[src/rtl/tmr_ctl2_params.svh]
// Offsets, field positions, masks, the reset value and the channel field width for the timer control-two block
`ifndef TMR_CTL2_PARAMS_SVH
`define TMR_CTL2_PARAMS_SVH
`define OFS_CONTROL_TWO 8'h04
`define OFS_CHAN_PRELOAD 8'h40
`define OFS_CHAN_ACTIVE 8'h44
`define OFS_CHAN_STATUS 8'h48
`define RST_CONTROL_TWO 32'h0000_0000
`define MASK_CONTROL_TWO 32'h0005_7F85
`define MASK_IDLE_BITS 32'h0005_7F00
`define BIT_PRELOAD_EN 0
`define BIT_UPDATE_SEL 2
`define BIT_XOR_SEL 7
`define BIT_IDLE_MAIN_1 8
`define BIT_IDLE_COMPL_1 9
`define BIT_IDLE_MAIN_2 10
`define BIT_IDLE_COMPL_2 11
`define BIT_IDLE_MAIN_3 12
`define BIT_IDLE_COMPL_3 13
`define BIT_IDLE_MAIN_4 14
`define BIT_IDLE_MAIN_5 16
`define BIT_IDLE_MAIN_6 18
`define CHAN_CTRL_W 5
`define BIT_STAT_XOR 0
`define BIT_STAT_TRIG 1
`define BIT_STAT_COM 2
`endif

[src/rtl/tmr_ctl2_pkg.sv]
// Types shared by the timer control-two block
package tmr_ctl2_pkg;
  // Per-channel control: enable, complementary enable, 3-bit output mode
  typedef logic [4:0] chan_ctrl_t;
  typedef logic [7:0] addr_t;
  typedef logic [31:0] word_t;
endpackage : tmr_ctl2_pkg

[src/rtl/timer_output_idle_commut_ctrl.sv]
// Timer control-two register: idle levels, input XOR select, commutation preload
// Summary of operation
// - The register resets to zero and reserved bits always read zero.
// - Bit 9 sets the level of complementary output 1 while master output enable is low.
// - Bit 8 sets the level of main output 1 while master output enable is low.
// - Bits 10 to 14, 16 and 18 give the same idle levels for the other main and complementary outputs.
// - Idle-level bits ignore writes while the lock level is 1, 2 or 3.
// - Bit 7 picks channel 1 pin alone or the XOR of pins 1, 2 and 3 as first input.
// - Bit 2 lets a trigger rising edge, not only commutation generate, update controls.
// - Bit 0 holds enable and mode writes until a commutation event.
// - Preload and update select only act on channels with a complementary output.
//
// Local design decision: the address-and-strobe port.
`include "tmr_ctl2_params.svh"
module timer_output_idle_commut_ctrl
  import tmr_ctl2_pkg::*;
#(
  parameter int NUM_CHAN = 6,
  parameter int NUM_COMPL = 3
) (
  input wire logic clk,
  input wire logic sys_rst,
  input wire logic clk_en,
  input wire addr_t reg_addr,
  input wire word_t reg_wdata,
  input wire logic reg_wr,
  input wire logic reg_rd,
  output word_t reg_rdata,
  input wire logic [1:0] lock_level,
  input wire logic commutation_generate,
  input wire logic trigger_input,
  input wire logic [2:0] channel_pin,
  output logic first_timer_input,
  output logic [5:0] idle_level_main,
  output logic [2:0] idle_level_compl,
  output logic control_preload_enable,
  output logic com_event_seen,
  output logic [29:0] chan_ctrl_active
);
  typedef struct packed {
    word_t ctl_r;
    word_t rdata_r;
    logic [1:0] trig_sync_r;
    logic trig_prev_r;
    logic [2:0] pin_meta_r;
    logic [2:0] pin_sync_r;
    logic ti_r;
    logic [5:0] main_r;
    logic [2:0] compl_r;
    logic control_preload_enable_r;
    logic com_r;
    logic com_seen_r;
    logic trig_seen_r;
    logic [29:0] act_r;
  } top_s;

  top_s st_r;
  top_s st_nxt;
  logic [29:0] pre_w;
  logic [29:0] act_w;
  logic com_event;
  logic [NUM_CHAN-1:0] slot_wr;

  // Commutation: software generate, or trigger rise when update select set
  assign com_event = commutation_generate
                   | (st_r.ctl_r[`BIT_UPDATE_SEL]
                      & st_r.trig_sync_r[1] & ~st_r.trig_prev_r);

  // One preload write fans out to every slot, each taking its own lane
  always_comb begin
    slot_wr = '0;
    if (reg_wr && reg_addr == `OFS_CHAN_PRELOAD) begin
      slot_wr = '1;
    end
  end

  // One slot per channel; low channels carry complementary outputs
  genvar g;
  generate
    for (g = 0; g < NUM_CHAN; g++) begin : g_chan
      chan_ctrl_slot #(
        .HAS_COMPL(g < NUM_COMPL)
      ) u_slot (
        .clk(clk),
        .sys_rst(sys_rst),
        .clk_en(clk_en),
        .wr_en(slot_wr[g]),
        .wr_data(reg_wdata[g*`CHAN_CTRL_W +: `CHAN_CTRL_W]),
        .preload_en(st_r.ctl_r[`BIT_PRELOAD_EN]),
        .com_event(com_event),
        .preload_q(pre_w[g*`CHAN_CTRL_W +: `CHAN_CTRL_W]),
        .active_q(act_w[g*`CHAN_CTRL_W +: `CHAN_CTRL_W])
      );
    end
  endgenerate

  // Register writes, read mux, pin sync and output staging
  always_comb begin
    word_t wmask;
    wmask = `MASK_CONTROL_TWO;
    st_nxt = st_r;
    // Locked levels freeze idle bits but still allow the other fields
    if (lock_level != 2'h0) begin
      wmask = wmask & ~`MASK_IDLE_BITS;
    end
    if (reg_wr && reg_addr == `OFS_CONTROL_TWO) begin
      st_nxt.ctl_r = (st_r.ctl_r & ~wmask) | (reg_wdata & wmask);
    end
    // Status flags clear on write of ones; a new event wins over the clear
    if (reg_wr && reg_addr == `OFS_CHAN_STATUS) begin
      if (reg_wdata[`BIT_STAT_COM]) st_nxt.com_seen_r = 1'b0;
      if (reg_wdata[`BIT_STAT_TRIG]) st_nxt.trig_seen_r = 1'b0;
    end
    if (com_event) st_nxt.com_seen_r = 1'b1;
    if (st_r.trig_sync_r[1] & ~st_r.trig_prev_r) st_nxt.trig_seen_r = 1'b1;
    st_nxt.rdata_r = '0;
    if (reg_rd) begin
      unique case (reg_addr)
        `OFS_CONTROL_TWO: st_nxt.rdata_r = st_r.ctl_r & `MASK_CONTROL_TWO;
        `OFS_CHAN_PRELOAD: st_nxt.rdata_r = {2'h0, pre_w};
        `OFS_CHAN_ACTIVE: st_nxt.rdata_r = {2'h0, act_w};
        `OFS_CHAN_STATUS: st_nxt.rdata_r = {29'h0, st_r.com_seen_r,
                                            st_r.trig_seen_r, st_r.ti_r};
        default: st_nxt.rdata_r = '0;
      endcase
    end
    // Two-stage synchronisers for pins from outside this clock
    st_nxt.trig_sync_r = {st_r.trig_sync_r[0], trigger_input};
    st_nxt.trig_prev_r = st_r.trig_sync_r[1];
    st_nxt.pin_meta_r = channel_pin;
    st_nxt.pin_sync_r = st_r.pin_meta_r;
    st_nxt.ti_r = st_r.ctl_r[`BIT_XOR_SEL] ? ^st_r.pin_sync_r
                                           : st_r.pin_sync_r[0];
    // Idle levels go to the dead-time stage, which applies them when enable drops
    st_nxt.main_r = {st_r.ctl_r[`BIT_IDLE_MAIN_6], st_r.ctl_r[`BIT_IDLE_MAIN_5],
                     st_r.ctl_r[`BIT_IDLE_MAIN_4], st_r.ctl_r[`BIT_IDLE_MAIN_3],
                     st_r.ctl_r[`BIT_IDLE_MAIN_2], st_r.ctl_r[`BIT_IDLE_MAIN_1]};
    st_nxt.compl_r = {st_r.ctl_r[`BIT_IDLE_COMPL_3], st_r.ctl_r[`BIT_IDLE_COMPL_2],
                      st_r.ctl_r[`BIT_IDLE_COMPL_1]};
    st_nxt.control_preload_enable_r = st_r.ctl_r[`BIT_PRELOAD_EN];
    st_nxt.com_r = com_event;
    st_nxt.act_r = act_w;
  end

  always_ff @(posedge clk or posedge sys_rst) begin
    if (sys_rst) begin
      st_r <= '0;
    end else if (clk_en) begin
      st_r <= st_nxt;
    end
  end

  // All outputs straight from flops
  assign reg_rdata = st_r.rdata_r;
  assign first_timer_input = st_r.ti_r;
  assign idle_level_main = st_r.main_r;
  assign idle_level_compl = st_r.compl_r;
  assign control_preload_enable = st_r.control_preload_enable_r;
  assign com_event_seen = st_r.com_seen_r;
  assign chan_ctrl_active = st_r.act_r;
endmodule : timer_output_idle_commut_ctrl

[src/rtl/chan_ctrl_slot.sv]
// One channel's preload and active copies of enable and mode bits
module chan_ctrl_slot
  import tmr_ctl2_pkg::*;
#(
  parameter bit HAS_COMPL = 1'b1
) (
  input wire logic clk,
  input wire logic sys_rst,
  input wire logic clk_en,
  input wire logic wr_en,
  input wire chan_ctrl_t wr_data,
  input wire logic preload_en,
  input wire logic com_event,
  output chan_ctrl_t preload_q,
  output chan_ctrl_t active_q
);
  typedef struct packed {
    chan_ctrl_t pre_r;
    chan_ctrl_t act_r;
  } slot_s;

  slot_s st_r;
  slot_s st_nxt;

  // Preloading only applies where a complementary output exists
  always_comb begin
    st_nxt = st_r;
    if (wr_en) begin
      st_nxt.pre_r = wr_data;
    end
    if (!(HAS_COMPL && preload_en)) begin
      st_nxt.act_r = st_nxt.pre_r;
    end else if (com_event) begin
      st_nxt.act_r = st_r.pre_r;
    end
  end

  always_ff @(posedge clk or posedge sys_rst) begin
    if (sys_rst) begin
      st_r <= '0;
    end else if (clk_en) begin
      st_r <= st_nxt;
    end
  end

  assign preload_q = st_r.pre_r;
  assign active_q = st_r.act_r;
endmodule : chan_ctrl_slot

[config.mk]
export PLATFORM = sky130hd
export DESIGN_NAME = timer_output_idle_commut_ctrl
export DESIGN_NICKNAME = d
export VERILOG_FILES = /design/src/rtl/tmr_ctl2_pkg.sv /design/src/rtl/timer_output_idle_commut_ctrl.sv /design/src/rtl/chan_ctrl_slot.sv
export VERILOG_INCLUDE_DIRS = /design/src /design/src/rtl
export SDC_FILE = /design/constraint.sdc
export NUM_CORES = 1
export LEC_CHECK = 0
export ABC_AREA = 1
export BUFFER_PORTS_ARGS = -buffer_cell sky130_fd_sc_hd__buf_2
export CORE_MARGIN = 8
export CORE_UTILIZATION = 55
export CTS_BUF_LIST = sky130_fd_sc_hd__clkbuf_16
export DETAILED_ROUTE_END_ITERATION = 10
export PLACE_DENSITY_LB_ADDON = 0.05
export REMOVE_ABC_BUFFERS = 1
export SLEW_MARGIN = 20
export SYNTH_ARGS = -nofsm -noshare
export SYNTH_HDL_FRONTEND = slang
export SYNTH_SLANG_ARGS = --single-unit
[constraint.sdc]
create_clock -name clk -period 7.6 [get_ports clk]
set_input_delay 0.38 -clock clk [delete_from_list [all_inputs] [get_ports clk]]
set_output_delay 0.38 -clock clk [all_outputs]
set_load 0.1 [all_outputs]
[After elaboration in Yosys (flattened, before gate mapping)]
Cells that the tools add are included.
W data, S select, Z words.
Operators by class
  eq/ne operators: 5
  muxes and demuxes: 20
  bitwise logic cells: 9
  reductions and logical operators: 16
Operator list (count)
  $pmux W30 S4: 1
  $and A32 B32 Y32: 2
  $mux W5: 10
  $not A32 Y32: 1
  $or A32 B32 Y32: 1
  $mux W30: 1
  $eq A8 B7 Y1 const B: 3
  $mux W19: 1
  $reduce_and A2 Y1: 5
  $reduce_bool A2 Y1: 5
  $eq A8 B3 Y1 const B: 1
  $mux W6: 1
  $reduce_and A3 Y1: 2
  $mux W1: 5
  $and A1 B1 Y1: 3
  $logic_and A1 B1 Y1: 3
  $reduce_xor A3 Y1: 1
  $mux W2: 1
  $ne A2 B1 Y1 const B: 1
  $not A1 Y1: 1
  $or A1 B1 Y1: 1
Word-level totals
  register bits: 161
  bits of input ports: 52
  output and inout bits: 74
  word-level logic and storage cells: 72

[Longest topological paths before layout]
Gate-level depths: netlist of run 1.
  word-level depth: 5
  gate-level depth with buffers: 11
  gate-level depth less buffers: 9

[By module]
A second synthesis of run 1 with hierarchy kept.
Unflattened totals
  cell total of the unflattened synthesis: 913
  area total of the unflattened synthesis: 6994.2 µm²
Modules (own cells, without submodules)
  timer_output_idle_commut_ctrl: times used 1, cells each 631, area each 4820.9 µm², sequential area each 2352.3 µm²
  chan_ctrl_slot (g_chan[0].u_slot ...): times used 3, cells each 67, area each 489.2 µm², sequential area each 250.2 µm²
  chan_ctrl_slot (g_chan[3].u_slot ...): times used 3, cells each 27, area each 235.2 µm², sequential area each 125.1 µm²

[Worst setup path after synthesis of run 1]
Ideal clock, no wire load.
  path kind: input port to flip-flop
  from: in reg_addr[5]
  to: reg g_chan[0].u_slot.st_r, in the netlist g_chan[0].u_slot.preload_q[0]
  library setup time: 120 ps
  arrival: 1297 ps
  required time: 7480 ps
  path slack: 6183 ps
  stages: 7
  path buffers: 1
  cells stage by stage: nor2_1 > nand3_1 > nor2_4 > nand2_2 > clkbuf_2 > o21ai_0 > inv_1
Between the ends
  word-level cells in the longest chain between the ends: 4
RTL lines
  start: declaration: RTL line timer_output_idle_commut_ctrl.sv:24  | input wire addr_t reg_addr,
  $eq A8 B7 Y1
  $logic_and A1 B1 Y1 (no source line)
  $mux W6: RTL line timer_output_idle_commut_ctrl.sv:72  | if (reg_wr && reg_addr == `OFS_CHAN_PRELOAD) begin
  $mux W5: RTL line chan_ctrl_slot.sv:28  | if (wr_en) begin
  end signal: assignment: RTL line chan_ctrl_slot.sv:42  | st_r <= st_nxt;
  end: declaration: RTL line chan_ctrl_slot.sv:22  | slot_s st_r;
No other way between the ends.
A chain may end at the register's enable or synchronous reset.

[Final worst setup path of run 1]
  from: in clk_en
  to: reg g_chan[0].u_slot.st_r, in the netlist g_chan[0].u_slot.active_q[3]
Between the ends
  word-level cells in the longest chain between the ends: 1
RTL lines
  start: declaration: RTL line timer_output_idle_commut_ctrl.sv:23  | input wire logic clk_en,
  $reduce_and A2 Y1 (no source line)
No other way between the ends.

==> results.txt, run 1 <==
The maximum fanout count along the critical path is 41. The pre-antenna-repair detailed-routing pass consisted of 4 iterations. The total count of max-transition violations in the final report came out at 0. Setup repair after global routing left no endpoint under its margin.

The die is 126 um wide. CTS placed an instance of clkbuf_16 at the clock tree root. The first global-routing pass estimated 24600 um of wire. The overall via count from detail_route came out at 5051.

The effective utilization at floorplan came out at 55.6%. The logic gate share of total power came out at 12.1%. At the later pin of the worst-skew pair, clock insertion delay measures 0.41 ns. STA classifies the critical path endpoint as a flop. The clock power share is 45.5%.

The hold buffer count at cts is 0. After legalization and detailed placement, the total HPWL measured 9700 um. The final antenna diode count is 0.

The number of input and output port buffers inserted is 121. The total leakage power is 4.07 nW. The remaining design rule violation count came out at 0. The post-synthesis area per instance came out at 8.20 sq um.

The die covers 15800 sq um. The maximum clock skew at final layout is 0.00452 ns. The maximum clock frequency came out at 0.444 GHz. The share of the clock period used by the worst path is 29.6%. The maximum clock path buffer count is 2. The total clock buffers created by CTS is 17. The sum of routed wire length over all layers is 14600 um.

The analysis attributes to net switching a power of 0.503 mW. The overall global routing resource usage came out at 19.4%. The sum of internal, switching and leakage power is 1.85 mW. The area growth from synthesis to layout is 11.2%. The global placement routability congestion came out at 0.781. The number of antenna violations at the first check in global routing came out at 0. The count of final hold-check violations came out at 0. The count of maximum capacitance violations came out at 0. The part of the Yosys area used for sequential elements came out at 52.7%. The tightest min-delay check is of the primary input to asynchronous set/reset pin type. The peak supply drop is 0.000155 V. Gates resized during post-CTS repair numbered 0.

After clock tree synthesis, the clock-pin slew on the worst setup and hold paths is 0.06 ns. The total core area is 11900 sq um. The flow ran to the end, and the final reports show no timing, DRC or antenna violations.

The detail-routed via count per cell is 5.02. The count of antenna-violating nets left after detailed routing is 0. The number of flip-flops and latches in the synthesized netlist is 139. In this run the cell area of the synthesized design comes to 6600 sq um.

Row generation in the floorplan step produced 40 rows. The number of setup buffers added after CTS is 0. The internal portion of the total power is 1.35 mW. The number of levels the H-tree was split into came out at 4. The setup path with the least slack is of type primary input to flop. The measured slew at the worst slew-check pin is 0.966 ns. TritonCTS built the clock tree. The worst reg-to-reg setup slack came out at 5.55 ns.

The part of the total power dissipated in sequential elements is 42.4%. Dividing the detail-routed wire length by the instance count gives 14.5 um. The I/O pin total came out at 126. The largest net degree at the start of global routing came out at 96.

At the worst endpoint, the arrival time is 2.55 ns. The time the worst path needs with I/O delays and setup came out at 2.25 ns. For this run, the post-layout net count is 899. The launching element type of the critical path is a primary input. Counting every sink on the clock net gives 139. The gate count after technology mapping is 804. The number of global-route vias before repair came to 5041. The number of setup violations in the final report came out at 0. Summed over all layers, the global routing overflow is 0. The proportion of layout cells with a drive suffix above 1 is 21.0%. The fraction of power spent switching nets came out at 27.1%.

In this run the power density over the cells is 253 nW/um^2. The total number of yosys warnings is 0. The remaining max-slew budget at the tightest pin is 35.4%. The distinct cell type count of the synthesized netlist is 29. Data on the critical path is required at its endpoint by 7.90 ns. For the final routed database, the setup TNS stands at 0 ns. In this run the vertical extent of the chip is 126 um. The detailed router's first-iteration violation count is 411.
-- cells in the final DEF, fill, tap and decap left out, types with 2 or more instances in the layout --
cell,Yosys,final
clkinv_1,0,2
o21ai_1,9,9
a21oi_1,13,13
clkbuf_16,0,17
o22ai_1,5,5
nor2_8,2,2
o21ai_0,55,55
bufinv_16,0,4
nand3_2,2,2
nor2_2,2,2
buf_4,73,5
nor2_4,2,2
nor2_1,37,37
or2_2,4,4
nand3_1,57,57
buf_2,10,121
inv_2,4,4
dfrtp_1,139,139
nand2_1,286,286
nand2_2,6,6
clkinvlp_4,0,3
clkinv_2,0,6
inv_1,71,70
conb_1,1,2
-- kinds of logic (layout without fill, tap and decap cells) --
kind of cell | after synthesis | in the layout | share of synthesized area [%]
AOI/OAI and AO/OA | 83 | 83 | 6.43
xor gates and xnor gates | 1 | 1 | 0.133
buffers and inverters | 178 | 233 | 14.9
DFF | 139 | 139 | 52.7
other | 1 | 2 | 0.0568
and+or+nand+nor | 402 | 402 | 25.7
-- synthesized netlist by cell type (all sizes together) --
library cell	n	area, sq um
a21oi	13	65.1
buf	88	647
clkbuf	15	57.6
conb	1	3.75
dfrtp	139	3480
inv	75	282
nand2	293	1120
nand3	60	323
nand4	1	6.26
nor2	43	214
nor3	1	5.00
o21ai	64	320
o22ai	5	31.3
o31ai	1	7.51
or2	4	25.0
xor2	1	8.76
-- layer usage --
metal / up-vias / part of all wire (%) / global-route usage [%]
li1: 2505 / - / -
met4: 0 / 1.7 / 8.17
met3: 18 / 7.7 / 5.91
met1: 2377 / 44 / 24.2
met5: - / 0 / 0
met2: 151 / 47 / 30.5
-- state kept, by name (all words and copies together), names as in the netlist, named ones only --
| register | flops |
|---|---|
| chan_ctrl_active | 30 |
| reg_rdata | 30 |
| g_chan.u_slot.preload_q | 25 |
| g_chan.u_slot.active_q | 20 |
| st_r | 7 |
| idle_level_main | 6 |
| st_nxt | 6 |
| idle_level_compl | 3 |
| com_event_seen | 1 |
| control_preload_enable | 1 |
| first_timer_input | 1 |
-- final cells by class --
cell class                 instances  area (sq um)
clock buffer                      17           425
clock inverter                    15           180
fill                            1108          4530
inverter                          75           287
multi-input combinational        488          2140
sequential                       139          3480
tap                              147           184
timing repair buffer             126           643
-- critical path: stages --
cell,delay [ns]
buf_2,0.07
buf_4,0.40
nand2_1,0.17
nor2_1,0.12
nand2_1,0.06
nand2_1,0.05
inv_1,0.05
nand2_1,0.57
inv_1,0.42
nand2_1,0.15
o21ai_0,0.09
-- power by group through the flow --
stage | Combinational (mW) | Sequential (mW) | Clock, mW
global placement | 0.225 | 0.798 | 0
CTS | 0.228 | 0.787 | 0.859
detailed placement | 0.227 | 0.799 | 0
global route | 0.243 | 0.790 | 0.888
finish | 0.225 | 0.786 | 0.843
floorplan | 0.0639 | 0.902 | 0
-- metrics by stage --
stage | area, sq um | cells | hold slack, ns | utilization (%) | setup slack (ns)
2_1_floorplan | 5900 | 702 | 0.442 | - | 3.50
3_3_place_gp | 6730 | 975 | 0.451 | 56.7 | 4.95
3_5_place_dp | 6730 | 975 | 0.458 | 56.7 | 4.88
4_1_cts | 7330 | 1007 | 0.0768 | 61.8 | 5.32
5_1_grt | 7330 | 1007 | 0.120 | 61.8 | 5.12
6_report | 7330 | 1007 | 0.0641 | 61.8 | 5.35
-- path summary, 6_finish.rpt --
path	startpoint	endpoint	depth (start not counted)
worst max-delay path	clk_en	g_chan[0].u_slot.active_q[3]	11
worst min-delay path	sys_rst	g_chan[5].u_slot.preload_q[0]	2
worst max register to register	st_nxt[50]	g_chan[0].u_slot.active_q[3]	9
worst min register to register	idle_level_compl[1]	idle_level_compl[1]	2
max in group asynchronous	sys_rst	st_r[30]	3
min in group clk	channel_pin[1]	st_nxt[45]	3
Power figures use the tool's default switching activity.
==> run 2: changes to the inputs <==
Settings changed: CORE_UTILIZATION 55 to 50.
Clock period 7.6 ns to 1.86 ns, I/O delays scaled along.
==> run 2 against run 1 <==
Compared with the run above: global-route usage grew 0.056 points; sequential cell count is the same; non-clock buffer count grew 49; critical path depth shrank 5; sequential power grew to 4.1 times the previous value; combinational power grew to 4.5 times the previous value; clock skew grew 0.0016 ns; via count grew 3.3%; critical endpoint is now g_chan[0].u_slot.active_q[2]; highest routed layer unchanged.
==> results.txt, run 2 (synthesis results as in run 1) <==
The total clock buffers created by CTS came to 17 (unchanged). The detailed router's first-iteration violation count came out at 322 (-22%). The worst hold-check slack was 0.0328 ns (-0.0313 ns). The final routed wire length divided by cell count is 14.4 um (-0.68%). STA classifies the critical path startpoint as a flop.

The number of antenna violations at the first check in global routing came to 0 (unchanged). The detail-routed via count per cell is 4.81 (-4.1%). The sum of routed wire length over all layers came out at 15600 um (+7.0%).

The maximum clock path buffer count was 2 (unchanged). The number of levels the H-tree was split into came to 4 (unchanged). The power per cell area came out at 993 nW/um^2 (+290%).

The worst slack after detailed placement is 0.230 ns (-4.65 ns). The number of rows in the core area came out at 42 (+5.0%). The count of maximum capacitance violations came out at 0 (unchanged). Leaving out fill and tap cells, the most frequent cell in the layout is nand2_1.

The overall via count from detail_route was 5219 (+3.3%). The maximum clock frequency came out at 0.626 GHz. The library cells used most frequently in the layout, excluding fill and tap cells, are nand2_1 (286), dfrtp_1 (139), buf_2 (121), inv_1 (70), nand3_1 (57). The total count of max-transition violations in the final report is 0 (unchanged). The total net switching power came to 2.21 mW (+340%). The height of the die is 131 um (+4.3%).

The maximum clock skew at final layout came out at 0.00615 ns (+0.00163 ns). The measured slew at the worst slew-check pin is 0.514 ns (-0.452 ns). The I/O pin total is 126 (unchanged). The peak supply drop was 0.000554 V (+260%). The smallest setup slack after layout is 0.264 ns (-5.09 ns). The insertion delay to the later sink of the worst-skew pair is 0.42 ns (about the same). The sum of internal, switching and leakage power is 7.86 mW (+320%). The cell internal power dissipation came out at 5.65 mW (+320%). The total die area came out at 17100 sq um (+8.7%). The root buffer cell chosen for the clock tree is clkbuf_16. The flow ran to the end, and the final reports show no timing, DRC or antenna violations.

The maximum fanout count along the critical path is 11 (-73%). The final antenna diode count came out at 0 (unchanged). The clock sink count came out at 139 (unchanged). For the finished layout, the period the worst path requires is 1.60 ns. The total core area came out at 13100 sq um (+10%). The logic gate share of total power is 12.8% (+0.7 points).

The count of fill cells added during filler insertion is 1218 (+9.9%). The total leakage power came to 4.31 nW (+6.0%). The count of antenna-violating nets left after detailed routing is 0 (unchanged).

The overall global routing resource usage is 19.4% (+0.056 points). The count of final hold-check violations came out at 0 (unchanged). Setup repair after global routing left no endpoint under its margin.

The growth of design area from synthesis to finish came out at 20.0%. The worst path arrival time is 1.89 ns (-0.66 ns). The wire length of the first global-routing pass was 25600 um (+4.1%). The largest net degree at the start of global routing came to 96 (unchanged). The proportion of layout cells with a drive suffix above 1 is 21.6% (+0.52 points). The die width came to 131 um (+4.3%). The min-delay analysis places its worst path in the category primary input to flop. STA classifies the critical path endpoint as a flop. The number of setup violations in the final report was 0 (unchanged). The effective utilization at floorplan came out at 50.4% (-5.2 points). The number of input and output port buffers inserted is 121 (unchanged).

The global placement routability congestion came out at 0.844 (+8.1%). The total placed cells including tap cells came out at 1017 (+4.3%). The remaining design rule violation count is 0 (unchanged). The start-to-end type of the worst setup path is flop to flop. The number of setup buffers added after CTS is 0 (unchanged).

The share of the clock period used by the worst path is 85.8%. The remaining max-slew budget at the tightest pin came to 66.0% (+31 points). The final cell utilization of the core came to 60.5% (-1.4 points). The total number of nets in the final design is 948 (+5.5%). The fraction of power spent switching nets is 28.2% (+1.0 points). The number of global-route vias before repair came out at 5302 (+5.2%).

The number of iterations in the first detailed-routing pass was 5 (+1). The overall overflow remaining after global route came out at 0 (unchanged). The part of the total power dissipated in sequential elements came out at 40.9% (-1.5 points). The final non-filler cell total came out at 1085 (+7.7%). The clock transition time at the flip-flop clock pins of the worst setup and hold paths is 0.06 ns (about the same). The HPWL reported at the end of detailed placement is 10800 um (+11%). The required time at the worst-slack endpoint came out at 2.15 ns (-5.75 ns). TritonCTS built the clock tree. The clock power share came out at 46.3% (+0.8 points).
## run 2: changes by cell type in the layout (fill, tap and decap cells not counted), moves of 2 or more
cell | before | now
clkinv_1 | 2 | 0
clkinv_4 | 0 | 4
buf_12 | 0 | 4
clkinv_2 | 6 | 0
inv_6 | 1 | 4
buf_4 | 5 | 14
dlygate4sd3_1 | 0 | 36
## run 2: power by group through the flow
stage / sequential (mW) / clock (mW) / combinational [mW]
4_1_cts: 3.21 / 3.71 / 1.02
5_1_grt: 3.23 / 3.86 / 1.09
6_report: 3.21 / 3.64 / 1.01
2_1_floorplan: 3.69 / 0 / 0.261
3_5_place_dp: 3.27 / 0 / 0.961
3_3_place_gp: 3.26 / 0 / 0.949
## run 2: worst max-delay path: stages (launching register included)
cell     delay [ns]
dfrtp_1        0.42
nor2_1         0.23
inv_1          0.06
nand2_1        0.24
inv_1          0.29
nand2_1        0.12
o21ai_0        0.10
## run 2: per-stage QoR
| step | cell area [sq um] | TNS, ns |
|---|---|---|
| floorplan | 5900 | -272.10 |
| global placement | 6910 | 0 |
| detailed placement | 6910 | 0 |
| CTS | 7910 | 0 |
| global route | 7910 | 0 |
| finish | 7910 | 0 |
## run 2: path summary, 6_finish.rpt
check	slack [ns]	from	cells past startpoint	to
max in group asynchronous	0.98	sys_rst	4	reg_rdata[18]
min	0.03	clk_en	3	chan_ctrl_active[2]
min reg2reg	0.46	chan_ctrl_active[0]	2	chan_ctrl_active[0]
min in group asynchronous	0.24	sys_rst	3	chan_ctrl_active[3]
max reg2reg	0.26	st_nxt[33]	6	g_chan[0].u_slot.active_q[2]
max	0.26	st_nxt[33]	6	g_chan[0].u_slot.active_q[2]
## run 2: area by class of cell
class / instances / area [sq um] / share of cell area (%)
clock inverter: 15 / 215 / 2.72
multi-input combinational: 488 / 2140 / 27.0
sequential: 139 / 3480 / 44.0
clock buffer: 17 / 425 / 5.38
inverter: 75 / 287 / 3.62
tap: 176 / 220 / 2.78
timing repair buffer: 175 / 1150 / 14.5
## run 2: metal layers
metal	vias up	wire (um)	GRT usage, %
met5	-	0	0
li1	2604	-	-
met3	21	763	4.38
met4	0	282	8.58
met2	134	7520	31.9
met1	2460	7050	24.1
## run 2: repair_timing
action / CTS / global route
resized for setup: 0 / 0
hold endpoints to repair: 101 / 0
hold buffers: 36 / 0
